<file path="src/design/data_move_pkg.sv">
// Package of constants and carrier types for the data-move instruction unit
package data_move_pkg;
    localparam int DATA_W = 8;
    localparam int WORD_W = 16;
    // Data-space addresses of core registers seen by this unit
    localparam logic [7:0] ADDR_INDF0 = 8'h00;
    localparam logic [7:0] ADDR_INDF1 = 8'h08;
    localparam logic [7:0] ADDR_WORKING_ACCUMULATOR = 8'h0A;
    localparam logic [7:0] ADDR_BSR = 8'h0F;
    localparam logic [7:0] ADDR_FSR0 = 8'h01;
    localparam logic [7:0] ADDR_FSR1 = 8'h09;
    // Opcode patterns
    localparam logic [2:0] OP_FILE_TO_PERIPH = 3'h3;
    localparam logic [2:0] OP_PERIPH_TO_FILE = 3'h2;
    localparam logic [7:0] OP_LOAD_LIT = 8'hB0;
    localparam logic [7:0] OP_BANK_LOW = 8'hB8;
    localparam logic [6:0] OP_BANK_HIGH = 7'h5D;
    localparam logic [7:0] RST_BYTE = 8'h00;
    // Instruction word field positions
    localparam int OPC_MSB = 15;
    localparam int OPC_GRP_LSB = 13;
    localparam int OPC_BYTE_LSB = 8;
    localparam int OPC_BHI_LSB = 9;
    localparam int P_MSB = 12;
    localparam int P_LSB = 8;
    localparam int P_W = 5;
    localparam int F_MSB = 7;
    localparam int NIB_W = 4;

    typedef enum logic [1:0] {Q1, Q2, Q3, Q4} qphase_t;
    typedef enum logic [2:0] {K_NONE, K_F2P, K_P2F, K_LIT, K_BLO, K_BHI} kind_t;

    // Data memory request towards the partner
    typedef struct packed {
        logic rd;
        logic wr;
        logic [7:0] addr;
        logic [7:0] wdata;
    } mem_req_t;

    typedef struct packed {
        qphase_t phase;
        kind_t kind;
        logic [7:0] src;
        logic [7:0] dst;
        logic [7:0] lit;
        logic [7:0] data;
        logic [7:0] working_accumulator;
        logic [7:0] bank_select_reg;
        logic [7:0] fsr0;
        logic [7:0] fsr1;
        logic zflag;
        logic cyc_done;
        mem_req_t req;
    } state_t;
endpackage : data_move_pkg

</file>
<file path="src/design/data_move_instruction_unit.sv">
// Quarter-cycle executor for the data-move instruction group
//
// Behaviour
// - The file-to-peripheral move copies the byte at address f into address p and leaves the flags alone.
// - The f operand is 8 bits over the whole data space and the p operand 5 bits over 00h to 1Fh.
// - The working accumulator may be either operand of both file/peripheral moves.
// - Indirect addressing is resolved separately on the f and on the p operand.
// - Each instruction is one word and one cycle: Q1 decode, Q2 read, Q3 process, Q4 write.
// - The bank low load writes the literal into bits 3:0 of the bank select register only.
// - The bank high load writes the literal into bits 7:4 of the bank select register only.
// - The literal load puts the 8-bit literal into the working accumulator, flags untouched.
// - The peripheral-to-file move copies the byte at address p into address f and updates zero.
`timescale 1ns/100ps
module data_move_instruction_unit (
    input wire logic clk_in,
    input wire logic rst_in,
    input wire logic instr_valid_in,
    input wire logic [data_move_pkg::WORD_W-1:0] instr_in,
    input wire logic [data_move_pkg::DATA_W-1:0] mem_rdata_in,
    output data_move_pkg::mem_req_t mem_req_out,
    output logic [data_move_pkg::DATA_W-1:0] working_accumulator_out,
    output logic [data_move_pkg::DATA_W-1:0] bank_select_reg_out,
    output logic zero_flag_out,
    output data_move_pkg::qphase_t phase_out,
    output logic instr_done_out
);
    import data_move_pkg::*;

    state_t s_q;
    state_t s_d;

    ////////////////////////////////////////////////////////////////////////
    // The field split and the nibble loads only make sense for these widths,
    // so anything else is refused before the logic is ever built
    if (DATA_W != 8) begin : g_bad_data_w
        $error("data width must be 8");
    end
    if (WORD_W != 16) begin : g_bad_word_w
        $error("instruction word width must be 16");
    end
    if (2 * NIB_W != DATA_W) begin : g_bad_nibble
        $error("nibble width must be half the data width");
    end
    if (P_W != P_MSB - P_LSB + 1) begin : g_bad_p_field
        $error("p field width and position disagree");
    end

    ////////////////////////////////////////////////////////////////////////
    // Opcode decode; the don't-care bits of the bank loads are never looked at,
    // so any filler the assembler leaves there still decodes
    function automatic kind_t decode_kind(input logic [WORD_W-1:0] w);
        if (w[OPC_MSB:OPC_GRP_LSB] == OP_FILE_TO_PERIPH) begin
            decode_kind = K_F2P;
        end else if (w[OPC_MSB:OPC_GRP_LSB] == OP_PERIPH_TO_FILE) begin
            decode_kind = K_P2F;
        end else if (w[OPC_MSB:OPC_BYTE_LSB] == OP_LOAD_LIT) begin
            decode_kind = K_LIT;
        end else if (w[OPC_MSB:OPC_BYTE_LSB] == OP_BANK_LOW) begin
            decode_kind = K_BLO;
        end else if (w[OPC_MSB:OPC_BHI_LSB] == OP_BANK_HIGH) begin
            decode_kind = K_BHI;
        end else begin
            decode_kind = K_NONE;
        end
    endfunction : decode_kind

    // Both file/peripheral moves share the read-then-write path
    function automatic logic is_move(input kind_t k);
        is_move = (k == K_F2P) || (k == K_P2F);
    endfunction : is_move

    // Indirect slots map to the matching pointer; others pass through.
    // Only one level is resolved: a pointer aimed at an indirect slot is
    // taken as a plain address, which avoids an endless chain.
    function automatic logic [7:0] resolve(input logic [7:0] a, input logic [7:0] p0,
                                           input logic [7:0] p1);
        if (a == ADDR_INDF0) begin
            resolve = p0;
        end else if (a == ADDR_INDF1) begin
            resolve = p1;
        end else begin
            resolve = a;
        end
    endfunction : resolve

    // Core registers held here are read locally, the rest go to data memory
    function automatic logic is_local(input logic [7:0] a);
        is_local = (a == ADDR_WORKING_ACCUMULATOR) || (a == ADDR_BSR) || (a == ADDR_FSR0) || (a == ADDR_FSR1);
    endfunction : is_local

    ////////////////////////////////////////////////////////////////////////
    // Next state: one instruction walks Q1..Q4, the phase free-runs
    always_comb begin
        logic [7:0] fa;
        logic [7:0] pa;
        fa = '0;
        pa = '0;
        s_d = s_q;
        s_d.req.rd = 1'b0;
        s_d.req.wr = 1'b0;
        s_d.cyc_done = 1'b0;
        case (s_q.phase)
            Q1: begin
                // Decode; pointers as they stand now apply to both operands,
                // so a move that rewrites a pointer only affects later words
                s_d.phase = Q2;
                fa = resolve(instr_in[F_MSB:0], s_q.fsr0, s_q.fsr1);
                pa = resolve({{(DATA_W - P_W){1'b0}}, instr_in[P_MSB:P_LSB]},
                             s_q.fsr0, s_q.fsr1);
                s_d.lit = instr_in[F_MSB:0];
                s_d.kind = instr_valid_in ? decode_kind(instr_in) : K_NONE;
                if (s_d.kind == K_F2P) begin
                    s_d.src = fa;
                    s_d.dst = pa;
                end else if (s_d.kind == K_P2F) begin
                    s_d.src = pa;
                    s_d.dst = fa;
                end
                // Local registers never reach the bus, which keeps the memory
                // from seeing strobes for addresses it does not own
                if (is_move(s_d.kind)) begin
                    s_d.req.rd = !is_local(s_d.src);
                    s_d.req.addr = s_d.src;
                end
            end
            Q2: begin
                // Source read: local registers or the memory answer
                s_d.phase = Q3;
                case (s_q.src)
                    ADDR_WORKING_ACCUMULATOR: s_d.data = s_q.working_accumulator;
                    ADDR_BSR: s_d.data = s_q.bank_select_reg;
                    ADDR_FSR0: s_d.data = s_q.fsr0;
                    ADDR_FSR1: s_d.data = s_q.fsr1;
                    default: s_d.data = mem_rdata_in;
                endcase
                if (s_q.kind == K_LIT || s_q.kind == K_BLO || s_q.kind == K_BHI) begin
                    s_d.data = s_q.lit;
                end
            end
            Q3: begin
                // Process: only the upward move touches zero
                s_d.phase = Q4;
                if (s_q.kind == K_P2F) begin
                    s_d.zflag = (s_q.data == RST_BYTE);
                end
                if (is_move(s_q.kind) && !is_local(s_q.dst)) begin
                    s_d.req.wr = 1'b1;
                    s_d.req.addr = s_q.dst;
                    s_d.req.wdata = s_q.data;
                end
            end
            Q4: begin
                // Destination write
                s_d.phase = Q1;
                s_d.cyc_done = (s_q.kind != K_NONE);
                case (s_q.kind)
                    K_F2P, K_P2F: begin
                        case (s_q.dst)
                            ADDR_WORKING_ACCUMULATOR: s_d.working_accumulator = s_q.data;
                            ADDR_BSR: s_d.bank_select_reg = s_q.data;
                            ADDR_FSR0: s_d.fsr0 = s_q.data;
                            ADDR_FSR1: s_d.fsr1 = s_q.data;
                            default: s_d.working_accumulator = s_q.working_accumulator;
                        endcase
                    end
                    K_LIT: s_d.working_accumulator = s_q.data;
                    K_BLO: s_d.bank_select_reg = {s_q.bank_select_reg[DATA_W-1:NIB_W], s_q.data[NIB_W-1:0]};
                    K_BHI: s_d.bank_select_reg = {s_q.data[DATA_W-1:NIB_W], s_q.bank_select_reg[NIB_W-1:0]};
                    default: s_d.working_accumulator = s_q.working_accumulator;
                endcase
            end
            default: s_d.phase = Q1;
        endcase
    end

    ////////////////////////////////////////////////////////////////////////
    // State register; reset parks the core at Q1 with clear registers
    always_ff @(posedge clk_in) begin
        if (rst_in) begin
            s_q <= '0;
            s_q.phase <= Q1;
            s_q.kind <= K_NONE;
        end else begin
            s_q <= s_d;
        end
    end

    // Outputs straight from the state flops
    assign mem_req_out = s_q.req;
    assign working_accumulator_out = s_q.working_accumulator;
    assign bank_select_reg_out = s_q.bank_select_reg;
    assign zero_flag_out = s_q.zflag;
    assign phase_out = s_q.phase;
    assign instr_done_out = s_q.cyc_done;
endmodule : data_move_instruction_unit

</file>
<file path="config.mk">
export PLATFORM = sky130hd
export DESIGN_NAME = data_move_instruction_unit
export DESIGN_NICKNAME = d
export VERILOG_FILES = /design/src/design/data_move_pkg.sv /design/src/design/data_move_instruction_unit.sv
export SDC_FILE = /design/constraint.sdc
export NUM_CORES = 1
export LEC_CHECK = 0
export BUFFER_PORTS_ARGS = -buffer_cell sky130_fd_sc_hd__buf_2
export CAP_MARGIN = 25
export CORE_UTILIZATION = 40
export DETAILED_ROUTE_END_ITERATION = 6
export PLACE_DENSITY_LB_ADDON = 0.15
export SYNTH_ARGS = -nofsm -noshare
export SYNTH_HDL_FRONTEND = slang
export SYNTH_SLANG_ARGS = --single-unit
</file>
<file path="constraint.sdc">
create_clock -name clk_in -period 4.05 [get_ports clk_in]
set_input_delay 0.405 -clock clk_in [delete_from_list [all_inputs] [get_ports clk_in]]
set_output_delay 0.405 -clock clk_in [all_outputs]
set_load 0.01 [all_outputs]
</file>
Yosys cells after proc, flatten, opt, wreduce, memory -nomap -nowiden
Index checks and enable logic that the tools add are counted.
{ "word_totals": {"register_bits": 89, "latchBits": 0, "mem_bits_rw": 0, "rom_bits": 0, "input_bits": 27, "out_inout_bits": 38, "word_cells": 116, "memories": 0} }
{ "op_classes": {"addsub": 0, "n_mul": 0, "div": 0, "magnitude_cmp": 0, "eq_ne": 34, "n_shift": 0, "n_mux": 24, "bitwise": 6, "n_reduce_logical": 35} }
{ "ops": {"columns": ["operator", "n"], "rows": [
  ["8-bit by 4-bit == test with 1-bit output, second input constant", 10],
  ["8-bit 2-to-1 mux", 8],
  ["16-bit 2-to-1 mux", 3],
  ["8-bit case mux with 2 select lines", 2],
  ["8-bit case mux with 4 select lines", 1],
  ["8-bit by 1-bit == test with 1-bit output, second input constant", 3],
  ["8-bit case mux with 3 select lines", 1],
  ["3-bit 2-to-1 mux", 7],
  ["17-bit 2-to-1 mux", 1],
  ["8-bit == test, second input constant", 2],
  ["8-bit logical NOT", 2],
  ["3-bit by 2-bit == test with 1-bit output, second input constant", 5],
  ["3-bit AND reduction", 4],
  ["1-bit logical OR", 10],
  ["2-bit != test, second input constant", 4],
  ["2-bit case mux with 4 select lines", 1],
  ["4-bit AND reduction", 2],
  ["2-bit nonzero test", 4],
  ["7-bit == test, second input constant", 1],
  ["3-bit by 1-bit == test with 1-bit output, second input constant", 2],
  ["3-bit == test, second input constant", 2],
  ["1-bit NOT", 6],
  ["2-bit AND reduction", 3],
  ["2-bit OR reduction", 3],
  ["10 further kinds", 12]
]} }

Depth between registers and ports, before layout
{ "depth": {"depth_word": 17, "depth_mapped": 9, "mapped_depth_nobuf": 7} }

Worst setup path after synthesis
Ideal clock, no wire load.
{ "synth_path": {"path_type": "input to register", "start": "input port instr_in[0] in the netlist's numbering", "end": "register s_q (netlist bit mem_req_out[17])", "setup_time_ps": 129, "arrival_time_ps": 2236, "required_time_ps": 3921, "slack_ps": 1686, "cell_stages": 6, "n_path_buf": 0, "cell_sequence": "or4_4 > or4_4 > o22a_1 > a31o_1 > o32ai_1 > a211oi_2"} }
{ "synth_between": {"elab_chain_len": 10, "elab_cells_between_ends": 14, "cone_classes": "eq/ne: 5; mux: 4; reduce/logical: 5"} }
{ "synth_lines": {"columns": ["item", "line_no", "source"], "rows": [
  ["from (decl)", "data_move_instruction_unit.sv:18", "input wire logic [data_move_pkg::WORD_W-1:0] instr_in,"],
  ["8-bit by 4-bit == test with 1-bit output", "data_move_instruction_unit.sv:79", "end else if (a == ADDR_INDF1) begin"],
  ["8-bit 2-to-1 mux", "data_move_instruction_unit.sv:79", null],
  ["8-bit 2-to-1 mux *", "data_move_instruction_unit.sv:77", "if (a == ADDR_INDF0) begin"],
  ["16-bit 2-to-1 mux *", "data_move_instruction_unit.sv:112", "if (s_d.kind == K_F2P) begin"],
  ["16-bit 2-to-1 mux *", "data_move_instruction_unit.sv:102", "case (s_q.phase)"],
  ["8-bit by 4-bit == test with 1-bit output", "data_move_instruction_unit.sv:88", "is_local = (a == ADDR_WORKING_ACCUMULATOR) || (a == ADDR_BSR) || (a == ADDR_FSR0) || (a == ADDR_FSR1);"],
  ["1-bit logical OR (2 in series)", "data_move_instruction_unit.sv:88", null],
  ["1-bit logical OR *", "data_move_instruction_unit.sv:88", null],
  ["1-bit logical NOT *", "data_move_instruction_unit.sv:122", "s_d.req.rd = !is_local(s_d.src);"],
  ["to (decl)", "data_move_instruction_unit.sv:29", "state_t s_q;"]
]} }
Every way passes the cells marked *; elsewhere a longest branch is shown, timed or not. The select of a mux whose other input is x is not followed.
A chain may end at the register's enable or synchronous reset.

Worst setup path in the final report
{ "layout_path": {"start": "register s_q[85] in the netlist's numbering", "end": "register s_q (netlist bit mem_req_out[12])"} }
{ "layout_between": {"elab_chain_len": 5, "elab_cells_between_ends": 6, "cone_classes": "eq/ne: 3; reduce/logical: 3"} }
{ "layout_lines": {"columns": ["item", "line_no", "source"], "rows": [
  ["3-bit by 1-bit == test with 1-bit output / 3-bit by 2-bit == test with 1-bit output (equally long branches)", "data_move_instruction_unit.sv:69", "is_move = (k == K_F2P) || (k == K_P2F);"],
  ["1-bit logical OR *", "data_move_instruction_unit.sv:69", null],
  ["1-bit logical AND *", "data_move_instruction_unit.sv:146", "if (is_move(s_q.kind) && !is_local(s_q.dst)) begin"],
  ["2-bit != test (no line) *", null, null],
  ["3-bit AND reduction (no line) *", null, null]
]} }
Every way passes the cells marked *; elsewhere a longest branch is shown, timed or not.

==> out/metrics.csv <==
metric,value,unit
rows,39,
setup_ws,1.344,ns
tightest_slew,1.090,ns
intPower,1.796,mW
hold_viol,0,
ys_async_sr_fraction,0,
p_comb_frac,0.219,
antenna_left,0,
rrSetupSlack,1.34,ns
die_area,12360,um^2
synth.avg_cell_area,8.307,um^2
power.density,491.6,nW/um^2
grt_antenna_before_repair,0,
tritoncts,built,
post-dp-hpwl,9619,um
rsz0062_at_grt,false,
dp_slack,1.360,ns
rr_endpoint,mem_req_out[12],
synth-edff-count,0,
chipHeight,111.2,um
status,finished with violations,
cts_resized,0,
switching_share,0.3019,
worstSetupEndpoint,mem_req_out[12],
worstRegToRegCells,7,
violations,DRC,
final_area,5234,um^2
power.switching,776.6,uW
fmax,0.3696,GHz
crit_start,s_q[85],
dr_total_vias,4080,
ys_warn_count,0,
core,11520,um^2
synth_top_area_frac,0.3737,
syn2layout_area_growth,9.761,%
leakage,2.164,nW
htree_levels,3,
min_period_over_period,0.6681,
initial_utilization,0.4141,
synth_nets,606,
yosys.area.top_type,dfxtp_1,
grt_usage,0.2170,
grt_pass1_wl,21030,um
post_cts_buffers,0,
synth_top_flop_cell,dfxtp_1,
fin_crit,2.706,ns
clockPowerShare,0.368,
synthTopCellsByArea,"dfxtp_1 37%, mux2i_1 11%, nor2_1 7.1%",
synthCells,574,
drc,10,
clk_latency,0.34,ns
setup_viol,0,
drv_slew,0,
globalRouteOverflowTotal,0,
worst_hold_path_type,primary input to flip-flop,
dr.first_iter.drc_count,298,
cts.sinks,89,
crit_fanout,16,
die_w,111.2,um
via_per_inst,5.574,
syn_area,4768,um^2
timing.rr.start,s_q[85],
grt_max_degree,51,
cts_max_path_buffers,2,
wl_per_cell,17.80,um
cp.required,4.30,ns
setup_tns,0,ns
cap_violations,0,
synth_seq_cells,89,
final_net_count,616,
clkTransAtPathRegs,0.06,ns
skew,0.009086,ns
cts_made_buffers,9,
cts_root_buf,clkbuf_16,
io_buffer_count,64,
io_pins,65,
netlist_top_cells_count,"90 x nor2_1, 89 x dfxtp_1, 62 x nand2_1, 54 x mux2i_1, 39 x a21oi_1",
slew_headroom,0.2735,
gp_congestion,0.8545,
critPathKind,flip-flop to flip-flop,
antennaDiodeCount,0,
grt_pass1_vias,3855,
cp-end-kind,flip-flop,
synth_most_common_cell,nor2_1,
place_area,4897,um^2
synth_cell_type_count,54,
arrival,2.95,ns
drt_first_pass_iters,7,
synth_seq_area_share,0.3737,
ir_drop,194.7,uV
drive_above_1_share,0.1885,
ctsHoldBuffers,0,
crit_path_start_kind,flip-flop,
wl,13030,um
pwr-share-seq,0.414,
[how the worst min path moves through the flow]
stage,start,endpoint,slack [ns],cells after the start
finish,instr_in[2],s_q[62],0.39,3
global route,instr_in[4],s_q[64],0.41,3
CTS,instr_in[1],s_q[61],0.39,3
detailed placement,mem_req_out[4],mem_req_out[4],0.45,2
global placement,mem_req_out[5],mem_req_out[5],0.45,2
floorplan,mem_req_out[0],mem_req_out[0],0.44,2
[critical path, cell delays in order (launching register included)]
cell and delay (ns):
dfxtp_1 0.51, xnor2_1 0.10, nor2_1 0.19, o31a_1 0.21, nand3_1 0.30, a22oi_1 0.94
nor2_1 0.09, a211oi_1 0.27
[kinds of logic after synthesis]
| family | synth area share |
|---|---|
| xor+xnor | 0.003674 |
| compound gates | 0.1619 |
| fa+ha+maj | 0.01312 |
| simple gates | 0.2057 |
| buf+inv | 0.09315 |
| mux | 0.1488 |
| flops | 0.3737 |
[cells in the final DEF (no fill, tap or decap), types with 9 or more instances in the layout]
| cell type | count |
|---|---|
| mux2_2 | 15 |
| nor2_1 | 90 |
| mux2i_1 | 54 |
| a21oi_1 | 39 |
| buf_2 | 64 |
| a211oi_1 | 16 |
| nor4_1 | 9 |
| a31oi_1 | 11 |
| nor3_1 | 11 |
| o21ai_0 | 12 |
| clkbuf_16 | 9 |
| inv_1 | 11 |
| dfxtp_1 | 89 |
| nand2_1 | 62 |
[power by group through the flow]
stage / Clock [mW] / Sequential [mW] / Combinational [mW]
2_1_floorplan: 0 / 1.04 / 0.476
3_3_place_gp: 0 / 1.08 / 0.555
3_5_place_dp: 0 / 1.08 / 0.558
4_1_cts: 0.964 / 1.06 / 0.561
5_1_grt: 1.00 / 1.08 / 0.617
6_report: 0.946 / 1.06 / 0.562
[flip-flops by register name (all words and copies together) (netlist names)]
| signal | flops |
|---|---|
| instr_done_out | 1 |
| bank_select_reg_out | 8 |
| zero_flag_out | 1 |
| s_q | 51 |
| working_accumulator_out | 8 |
| phase_out | 2 |
| mem_req_out | 18 |
[layout make-up]
class	instances	area, um^2
fillers	1179	6282
inverters	12	45.04
clock buffers	11	232.7
repair buffers	67	342.8
clock inverters	5	103.9
multi-input cells	405	2549
well taps	143	178.9
flip-flops and latches	89	1782
[metrics by stage]
step,instances,power (mW),util,hold slack [ns]
after floorplan,574,1.514,-,0.4367
after global placement,716,1.636,0.4253,0.4452
after detailed placement,716,1.641,0.4253,0.4491
after CTS,732,2.588,0.4545,0.3857
after global routing,732,2.695,0.4545,0.4054
final,732,2.573,0.4545,0.3929
[per-layer routing]
metal / vias up / global-route usage / wire length, um
met5: - / 0 / 0
met4: 0 / 0.04054 / 115
met3: 11 / 0.04538 / 601
met2: 105 / 0.3629 / 6164
met1: 1948 / 0.2892 / 6150
li1: 2016 / - / -
(Power assumes the default switching activity.)
